File: src/hw/laser_safety_pkg.sv
// Package: shared constants and carriers for the laser safety fault logic
package laser_safety_pkg;

  // Number of fault conditions, one safety cell each
  localparam int unsigned NUM_COND = 8;

  // Cell positions within a condition vector
  localparam int unsigned COND_BIAS  = 0;
  localparam int unsigned COND_APC   = 1;
  localparam int unsigned COND_VREF  = 2;
  localparam int unsigned COND_VDD   = 3;
  localparam int unsigned COND_TXDIS = 4;
  localparam int unsigned COND_SOFT  = 5;
  localparam int unsigned COND_ROGUE = 6;
  localparam int unsigned COND_ALARM = 7;

  // Diagnostic alarm flag count
  localparam int unsigned NUM_ALARM = 8;

  // Bias short settle time after shutdown release
  localparam int unsigned CLK_MHZ       = 250;
  localparam int unsigned BIAS_SETTLE_US = 250;
  localparam int unsigned BIAS_SETTLE_CYC = BIAS_SETTLE_US * CLK_MHZ;
  localparam int unsigned SETTLE_W      = 17;

  // Pin placement selector values
  localparam logic PLACE_LOW  = 1'b0;
  localparam logic PLACE_HIGH = 1'b1;

  // Reset values
  localparam logic [NUM_COND-1:0] COND_RST   = 8'h00;
  localparam logic [1:0]          SYNC_RST   = 2'h0;

  // One configuration set for a safety chain
  typedef struct packed {
    logic [NUM_COND-1:0] pass_en;
    logic [NUM_COND-1:0] sticky_en;
  } chain_cfg_t;

  // Raw asynchronous inputs, synchronised as one bundle
  typedef struct packed {
    logic bias_short;
    logic mpd_short;
    logic reference_resistor_pin_short;
    logic tx_brownout;
    logic txo_brownout;
    logic disable_pin;
    logic rogue_emit;
    logic supply_low;
  } raw_in_t;

endpackage

File: src/hw/laser_safety_fault_logic.sv
// Laser safety fault logic: condition gathering, two safety chains, inhibit
`timescale 1ns/1ps
`default_nettype none

// Operation
// - Produce separate fault status and shutdown control
// - Fault status readable and routed to chosen pin
// - Shutdown disables bias and modulation currents
// - Bias, monitor, reference pin shorts raise faults
// - Brownout on either transmit rail raises fault
// - Disable fault: pin XOR invert, OR software
// - Emission between bursts raises rogue fault
// - Masked diagnostic alarm flags raise alarm fault
// - Bias short ignored while in shutdown
// - Bias short ignored 250us after shutdown release
// - Cell passes condition only when enabled
// - Latch enable selects sticky copy of condition
// - Latch reset when disabled or disable fault
// - Inhibit resets latches, forces fault status high
// - Inhibit asserted at power-on reset
// - Pin configuration load clears inhibit
// - Raw condition register shows live cell inputs
// - Shutdown path duplicates cells with own enables
// - Shutdown state readable in hardware status
// - Transmit supply below 2.7V asserts shutdown
module laser_safety_fault_logic
  import laser_safety_pkg::*;
(
  input  wire logic                 sys_clk,                 // System clock, 250 MHz
  input  wire logic                 rst,                     // Async reset, active high
  input  wire raw_in_t              raw_in,                  // Asynchronous detector and pin levels
  input  wire logic                 disable_invert,          // Invert sense of disable pin
  input  wire logic                 soft_disable,            // Software transmit disable
  input  wire logic                 soft_fault,              // Software fault bit
  input  wire logic [NUM_ALARM-1:0] alarm_flags,             // Diagnostic alarm flags
  input  wire logic [NUM_ALARM-1:0] alarm_contribution_mask, // Which alarms count
  input  wire chain_cfg_t           fault_cfg,               // Status chain enables
  input  wire chain_cfg_t           off_cfg,                 // Shutdown chain enables
  input  wire logic                 pin_placement_cfg,       // Fault pin position select
  input  wire logic                 pin_cfg_load,            // Pin configuration loaded pulse
  output logic                      fault_status,            // Fault status, also software readable
  output logic                      fault_pin_low,           // Fault indication, first position
  output logic                      fault_pin_high,          // Fault indication, second position
  output logic                      laser_off,               // Shutdown control
  output logic                      bias_current_en,         // Bias current enable
  output logic                      mod_current_en,          // Modulation current enable
  output logic                      shutdown_state,          // Hardware status shutdown bit
  output logic                      inhibit_state,           // Laser inhibit level
  output logic [NUM_COND-1:0]       raw_condition_reg        // Live conditions at cell inputs
);

  // Whole module state
  typedef struct packed {
    raw_in_t             sync1;     // First synchroniser stage
    raw_in_t             sync2;     // Second synchroniser stage
    logic [NUM_COND-1:0] cond;      // Registered cell inputs
    logic [NUM_COND-1:0] f_latch;   // Status chain sticky copies
    logic [NUM_COND-1:0] s_latch;   // Shutdown chain sticky copies
    logic                fault;     // Status chain output
    logic                off;       // Shutdown chain output
    logic                inhibit;   // Laser inhibit
    logic [SETTLE_W-1:0] settle;    // Bias short settle countdown
  } state_t;

  state_t s_q;  // Registered state
  state_t s_d;  // Next state

  // One safety chain: returns next latch contents
  function automatic logic [NUM_COND-1:0] next_latch(
    input logic [NUM_COND-1:0] cond,
    input logic [NUM_COND-1:0] latch,
    input logic [NUM_COND-1:0] sticky_en,
    input logic                clr_all
  );
    logic [NUM_COND-1:0] res;
    res = (latch | cond) & sticky_en;  // Held while enabled
    if (clr_all)
    begin
      res = COND_RST;  // Inhibit or disable fault clears all
    end
    return res;
  endfunction

  // Chain output: enabled live or sticky conditions, ORed
  function automatic logic chain_out(
    input logic [NUM_COND-1:0] cond,
    input logic [NUM_COND-1:0] latch,
    input chain_cfg_t          cfg
  );
    logic [NUM_COND-1:0] sel;
    sel = (cfg.sticky_en & latch) | (~cfg.sticky_en & cond);
    return |(sel & cfg.pass_en);
  endfunction

  // Next state logic
  always_comb
  begin
    logic                bias_ok;
    logic                clr;
    logic [NUM_COND-1:0] c;
    bias_ok = 1'b0;
    clr     = 1'b0;
    c       = COND_RST;
    s_d = s_q;
    // Two-stage synchroniser; first stage read only by second
    s_d.sync1 = raw_in;
    s_d.sync2 = s_q.sync1;
    // Settle countdown restarts while shut down
    if (s_q.off)
    begin
      s_d.settle = SETTLE_W'(BIAS_SETTLE_CYC);
    end
    else if (s_q.settle != '0)
    begin
      s_d.settle = s_q.settle - 1'b1;
    end
    // Bias short used only when running and settled
    bias_ok = !s_q.off && (s_q.settle == '0);
    // Gather conditions
    c[COND_BIAS]  = s_q.sync2.bias_short && bias_ok;
    c[COND_APC]   = s_q.sync2.mpd_short;
    c[COND_VREF]  = s_q.sync2.reference_resistor_pin_short;
    c[COND_VDD]   = s_q.sync2.tx_brownout | s_q.sync2.txo_brownout;
    c[COND_TXDIS] = (s_q.sync2.disable_pin ^ disable_invert) | soft_disable;
    c[COND_SOFT]  = soft_fault;
    c[COND_ROGUE] = s_q.sync2.rogue_emit;
    c[COND_ALARM] = |(alarm_flags & alarm_contribution_mask);
    s_d.cond = c;
    // Latch reset causes
    clr = s_q.inhibit || s_q.cond[COND_TXDIS];
    s_d.f_latch = next_latch(s_q.cond, s_q.f_latch, fault_cfg.sticky_en, clr);
    s_d.s_latch = next_latch(s_q.cond, s_q.s_latch, off_cfg.sticky_en, clr);
    // Status chain output, forced high under inhibit
    s_d.fault = s_q.inhibit || chain_out(s_q.cond, s_q.f_latch, fault_cfg);
    // Shutdown chain plus supply detector, which bypasses enables
    s_d.off = chain_out(s_q.cond, s_q.s_latch, off_cfg) || s_q.sync2.supply_low;
    // Inhibit released by pin configuration load
    if (pin_cfg_load)
    begin
      s_d.inhibit = 1'b0;
    end
  end

  // State register; inhibit set at power-on
  always_ff @(posedge sys_clk or posedge rst)
  begin
    if (rst)
    begin
      s_q         <= '0;
      s_q.inhibit <= 1'b1;
      s_q.fault   <= 1'b1;
      s_q.off     <= 1'b1;
      s_q.settle  <= SETTLE_W'(BIAS_SETTLE_CYC);
    end
    else
    begin
      s_q <= s_d;
    end
  end

  // Outputs; fault pin routed by placement select
  always_comb
  begin
    fault_status      = s_q.fault;
    fault_pin_low     = (pin_placement_cfg == PLACE_LOW)  && s_q.fault;
    fault_pin_high    = (pin_placement_cfg == PLACE_HIGH) && s_q.fault;
    laser_off         = s_q.off;
    bias_current_en   = !s_q.off;
    mod_current_en    = !s_q.off;
    shutdown_state    = s_q.off;
    inhibit_state     = s_q.inhibit;
    raw_condition_reg = s_q.cond;
  end
endmodule

`default_nettype wire

File: config.mk
export PLATFORM = sky130hd
export DESIGN_NAME = laser_safety_fault_logic
export DESIGN_NICKNAME = d
export VERILOG_FILES = /design/src/hw/laser_safety_pkg.sv /design/src/hw/laser_safety_fault_logic.sv
export SDC_FILE = /design/constraint.sdc
export NUM_CORES = 1
export LEC_CHECK = 0
export BUFFER_PORTS_ARGS = -buffer_cell sky130_fd_sc_hd__buf_2
export CORE_MARGIN = 2
export CORE_UTILIZATION = 30
export DETAILED_ROUTE_END_ITERATION = 7
export GPL_TIMING_DRIVEN = 0
export HOLD_SLACK_MARGIN = 0.06
export PLACE_DENSITY = 0.56
export SLEW_MARGIN = 30
export SYNTH_ARGS = -nofsm -noshare
export SYNTH_HDL_FRONTEND = slang
export SYNTH_SLANG_ARGS = --single-unit
File: constraint.sdc
create_clock -name sys_clk -period 4.97 [get_ports sys_clk]
set_input_delay 0.497 -clock sys_clk [delete_from_list [all_inputs] [get_ports sys_clk]]
set_output_delay 0.497 -clock sys_clk [all_outputs]
set_load 0.1 [all_outputs]
==> results of run 1 <==
cells in the mapped netlist (3+ instances only):
master / instances
dfrtp_1: 50
nor2_1: 22
o21ai_0: 20
mux2_2: 14
a21oi_1: 10
buf_4: 10
dfstp_2: 10
a22oi_1: 8
inv_1: 6
o31ai_1: 6
nand2_1: 5
nor2b_1: 5
nor4_1: 5
or4_1: 5
clkbuf_1: 4
a211o_1: 3
mux2i_1: 3
nand4_1: 3
nor3_1: 3
or2_2: 3
or3_1: 3
report_power, final:
part / total, uW / switching, uW / internal [uW]
Sequential: 519 / 11.0 / 508
Combinational: 164 / 110 / 53.4
Clock: 475 / 193 / 282
cells by family after synthesis:
logic type | count (synthesis) | synth area share (%)
xor+xnor | 2 | 0.683
simple gates | 66 | 14.8
flops | 60 | 59.0
compound gates | 53 | 13.1
mux | 17 | 7.31
buf+inv | 21 | 4.58
fa+ha+maj | 1 | 0.487
per-layer routing:
metal  vias up  routed length (microns)  share of wire, %
met3         9                      296               5.3
met5         -                        0                 0
met2        50                     2660                48
met1       930                     2510                45
met4         0                       84               1.5
li1        973                        -                 -
worst paths after layout:
kind	slack, ns	startpoint	end	cells past startpoint
max	2.58	laser_off	mod_current_en	4
min	0.15	rst	s_d[38]	2
max reg2reg	2.75	s_q[0]	s_q[10]	6
min reg2reg	0.35	s_d[51]	s_q[51]	0
max in group asynchronous	4.26	rst	laser_off	3
min in group sys_clk	0.26	raw_in[2]	s_d[46]	1
through the flow:
stage	setup WS (ns)	instances	hold WS [ns]
floorplan	2.20	220	0.331
finish	2.58	420	0.145
global route	2.45	420	0.156
detailed placement	2.80	404	0.335
global placement	2.20	403	0.332
CTS	2.54	420	0.148
cell type report:
cell class,count,area (sq um),area share [%]
multi-input combinational,139,935,28.1
sequential,60,1510,45.5
buffer,15,95.1,2.86
clock inverter,6,88.8,2.67
inverter,6,25.0,0.752
tap,105,131,3.95
clock buffer,10,128,3.84
timing repair buffer,79,410,12.3
critical path, cell delays in order (launching register included):
cell	delay [ns]
dfstp_2	0.56
clkbuf_1	0.34
inv_1	0.21
buf_4	0.18
buf_2	0.28
==> metrics.txt, run 1 <==
cts repair resizes 0; vias post-DR 1962; RSZ-0062 raised after global routing no; critical path arrival 1.90 ns; Async SR Flop Fraction 100%; router iterations before antenna repair 4; placed cell areas 0.00311 sq mm; Initial DRC Count 61; first-pass GRT wire length 8.94 mm; DRC 0; Post-Layout Inst Area 0.00333 sq mm; WP data required 4.47 ns; Leak 0.00148 uW; final RePlAce weighted congestion 0.764; layout cells sized above 1 43.2%; H-Tree Depth 3; CTS Buf Count 9; Netlist cell types 39; met2 Track Usage GR 20.1%; final hold vios 0; Synth area leader dfrtp_1; Area Growth Syn to Fin 29.6%; Detail Route Antenna Nets 0; TritonCTS clock tree done; Worst Hold Class in -> async; post-synthesis average cell area 11.7 sq um; Design Power 1160 uW; warnings from Yosys 0; most common cell after layout, fill and taps aside buf_2; fillers 836; Top Usage Layer GRT met2; routed len/inst 13.2 microns; Root Buffer clkbuf_8; overall routed net length 5.56 mm; ANT cells 0; Post-Syn Instances 220; max_cap viols 0; Global Route Usage Sum 13.0%; Die X 96.5 microns; height of the die 96.5 microns; Slew Limit Fails 0; Max Clock Skew 0.00910 ns; Fmax achieved 418 MHz; slew of the pin with the lowest slew margin 0.645 ns; total die area 0.00931 sq mm; Primary FF master, synth dfrtp_1; Cell Rows 33; VDD IR-drop max 140 uV; Mapped Area 0.00257 sq mm; Clock Path Buffers 2; Clock Pin Slew Worst Setup and Hold Paths 0.07 ns; Net Count, Synth 284; Layout Nets 374; EDFF count, synth 0; number of global-route vias before repair 1948; Post CTS Setup Buffer Count 0; initial antenna violation count 0; PortBufs 78; largest cells by area after synthesis dfrtp_1 (49%), dfstp_2 (10%), mux2_2 (6.1%), o21ai_0 (3.9%), nor2_1 (3.2%); kind of end point of the critical path output pin; status finished, final reports clean; DP HPWL 4.18 mm; relative slew slack 56.4%; met3 usage 4.65%; Initial Utilization 31.1%; PD cells 348 mW/mm^2; crit start category register; Finish-stage setup viols 0; critical path type reg -> out; max reg flops 38; Synth Register Bits 60; Worst Path Max Fanout 10; # hold bufs at CTS 0; fin util 40.3%; via/cell ratio 4.67; core area 0.00826 sq mm; period utilisation layout 48.2%; # IOs 79; M1 GR Usage 16.6%; sequential fraction of the synthesis area 59.0%; largest net degree at the start of global routing 32; min cycle time layout 2.39 ns; clk_lat worst skew 0.34 ns; leading cell types in the layout, fill and taps excluded buf_2 (79), dfrtp_1 (50), nor2_1 (22); Yosys top cell area share 48.8%; Final TNS setup 0 ns; clock sink total 60; GRT overflow 0
Note: power is estimated with default switching activity, not from simulation.
==> run 2, diff against run 1 <==
--- a/config.mk
+++ b/config.mk
@@ -5,13 +5,14 @@
 export SDC_FILE = /design/constraint.sdc
 export NUM_CORES = 1
 export LEC_CHECK = 0
+export ABC_AREA = 1
 export BUFFER_PORTS_ARGS = -buffer_cell sky130_fd_sc_hd__buf_2
 export CORE_MARGIN = 2
 export CORE_UTILIZATION = 30
 export DETAILED_ROUTE_END_ITERATION = 7
 export GPL_TIMING_DRIVEN = 0
 export HOLD_SLACK_MARGIN = 0.06
-export PLACE_DENSITY = 0.56
+export PLACE_DENSITY = 0.55
 export SLEW_MARGIN = 30
 export SYNTH_ARGS = -nofsm -noshare
 export SYNTH_HDL_FRONTEND = slang
==> constraint.sdc (replaced) <==
create_clock -name sys_clk -period 2.49 [get_ports sys_clk]
set_input_delay 0.249 -clock sys_clk [delete_from_list [all_inputs] [get_ports sys_clk]]
set_output_delay 0.249 -clock sys_clk [all_outputs]
set_load 0.1 [all_outputs]
==> run 2 against run 1 <==
  * Die area up 6.3%
  * Synthesized area up 6.6%
  * Via count up 18%
  * Largest power group unchanged
  * Highest routed layer unchanged
==> metrics.txt, run 2 <==
status finished, final reports clean; height of the die 99.5 microns (+3.1%); Clock Pin Slew Worst Setup and Hold Paths 0.07 ns (about the same); vias post-DR 2321 (+18%); VDD IR-drop max 272 uV (+94%); Post CTS Setup Buffer Count 0 (unchanged); Initial Utilization 31.2% (+0.15 points); final RePlAce weighted congestion 0.793 (+3.9%); Root Buffer clkbuf_8; worst setup path endpoint mod_current_en; # hold bufs at CTS 11 (+11); Yosys top cell area share 45.7% (-3.0 points); Design Power 2290 uW (+98%); relative slew slack 66.8% (+10 points); count leader, synth nand2_1; Async SR Flop Fraction 100% (unchanged); critical path type reg -> out; overall routed net length 5.90 mm (+6.2%); Finished Layout Cells 530 (+26%); critical path arrival 1.91 ns (about the same); via/cell ratio 4.38 (-6.3%); Net Count, Synth 380 (+34%); Netlist cell types 28 (-28%); most common cell after layout, fill and taps aside buf_2; Clock Path Buffers 2 (unchanged); kind of end point of the critical path output pin; TritonCTS clock tree done; routed len/inst 11.1 microns (-16%); CTS Buf Count 9 (unchanged); initial antenna violation count 0 (unchanged); Primary FF master, synth dfrtp_1; clock sink total 60 (unchanged); GRT overflow 0 (unchanged); max reg flops 38 (unchanged); Fmax achieved 462 MHz; number of global-route vias before repair 2148 (+10%); sequential fraction of the synthesis area 55.3% (-3.7 points); Commonest cells post-synth nand2_1 (61), dfrtp_1 (50), nor2_1 (48), inv_1 (47), o21ai_0 (27); placed cells 503 (+25%); layout cells sized above 1 31.0% (-12 points); Global Route Usage Sum 13.0% (+0.015 points); H-Tree Depth 3 (unchanged); Initial DRC Count 62 (+1.6%); final hold slack 0.104 ns (-0.0410 ns); R2R Setup Slk 0.95 ns (-1.80 ns); clk_lat worst skew 0.34 ns (about the same); Max Clock Skew 0.00700 ns (-0.00211 ns); cts repair resizes 0 (unchanged); largest cells by area after synthesis dfrtp_1 (46%), dfstp_2 (9.6%), nand2_1 (8.4%), nor2_1 (6.6%), inv_1 (6.4%); PortBufs 78 (unchanged); Finish-stage setup viols 0 (unchanged); DP HPWL 4.40 mm (+5.3%); total die area 0.00990 sq mm (+6.3%); Crit. Startpoint laser_off; Leak 0.00185 uW (+25%); WP data required 2.24 ns (-2.23 ns); r2r endpoint s_q[0]; EDFF count, synth 0 (unchanged); reg-to-reg startpoint s_q[0]; core area 0.00876 sq mm (+6.1%); Worst Path Max Fanout 11 (+1); DRC 0 (unchanged); Area Growth Syn to Fin 31.9%; Post-Syn Instances 316 (+44%); post-synthesis average cell area 8.66 sq um (-26%); Synth Register Bits 60 (unchanged); Layout Nets 481 (+29%); min cycle time layout 2.16 ns; FF-to-FF path depth 8 (+2); slew of the pin with the lowest slew margin 0.501 ns (-0.144 ns); final hold vios 0 (unchanged); RSZ-0062 raised after global routing no; crit start category register; largest net degree at the start of global routing 40 (+25%); period utilisation layout 86.8%; Detail Route Antenna Nets 0 (unchanged); leading cell types in the layout, fill and taps excluded buf_2 (80), nand2_1 (61), dfrtp_1 (50); max_cap viols 0 (unchanged); warnings from Yosys 0 (unchanged); ANT cells 0 (unchanged); Die X 99.5 microns (+3.1%); Synth area leader dfrtp_1; Worst Hold Class in -> reg; router iterations before antenna repair 4 (unchanged); PD cells 635 mW/mm^2 (+83%); # IOs 79 (unchanged); first-pass GRT wire length 9.99 mm (+12%); Slew Limit Fails 0 (unchanged); Mapped Area 0.00274 sq mm (+6.6%); placed cell areas 0.00328 sq mm (+5.6%); Cell Rows 34 (+3.0%); Post-Layout Inst Area 0.00361 sq mm (+8.5%); Final TNS setup 0 ns (unchanged)
==> run 2: cells by family (layout without fill, tap and decap cells) <==
family          Yosys count  in the layout  share of synthesized area (%)
buf+inv                  61            167                           10.1
fa+ha+maj                 1              1                          0.457
flops                    60             60                           55.3
simple gates            146            146                           24.0
xor+xnor                  1              1                          0.320
compound gates           47             47                           9.83
==> run 2: critical path, cell delays in order (launching register included) <==
cell     delay [ns]
dfstp_2        0.55
buf_2          0.26
inv_1          0.11
buf_2          0.22
buf_4          0.15
buf_2          0.28
==> run 2: report_power, final <==
| part | switching, uW | internal (uW) |
|---|---|---|
| clock network | 393 | 559 |
| logic | 210 | 102 |
| registers | 18.5 | 1010 |
==> run 2: per-stage QoR <==
step / util (%) / setup slack [ns]
5_1_grt: 41.2 / 0.244
2_1_floorplan: - / 0.0510
6_report: 41.2 / 0.328
3_3_place_gp: 37.2 / -0.0411
4_1_cts: 41.2 / 0.298
3_5_place_dp: 37.5 / 0.694
==> run 2: metal layers <==
layer	vias up	wire, microns	global-route usage (%)
met2	63	2700	19.3
met4	0	90	4.85
met3	9	285	4.85
met5	-	0	0
li1	1192	-	-
met1	1057	2830	17.3
==> run 2: layout make-up <==
cell class / instances / area [sq um]
Fill cell: 917 / 5150
Sequential cell: 60 / 1510
Multi-Input combinational cell: 195 / 946
Timing Repair Buffer: 90 / 520
Inverter: 47 / 179
Tap cell: 108 / 135
Clock buffer: 9 / 124
Buffer: 14 / 100
Clock inverter: 7 / 91.3
==> run 2: worst min path at each step <==
stage / startpoint / to / slack, ns / cells past startpoint
after floorplan: soft_fault / raw_condition_reg[5] / 0.28 / 0
after global placement: s_d[42] / raw_condition_reg[6] / 0.33 / 0
after detailed placement: rst / s_d[49] / 0.23 / 2
after CTS: soft_disable / raw_condition_reg[4] / 0.08 / 3
after global routing: soft_disable / raw_condition_reg[4] / 0.12 / 3
final: soft_disable / raw_condition_reg[4] / 0.10 / 3
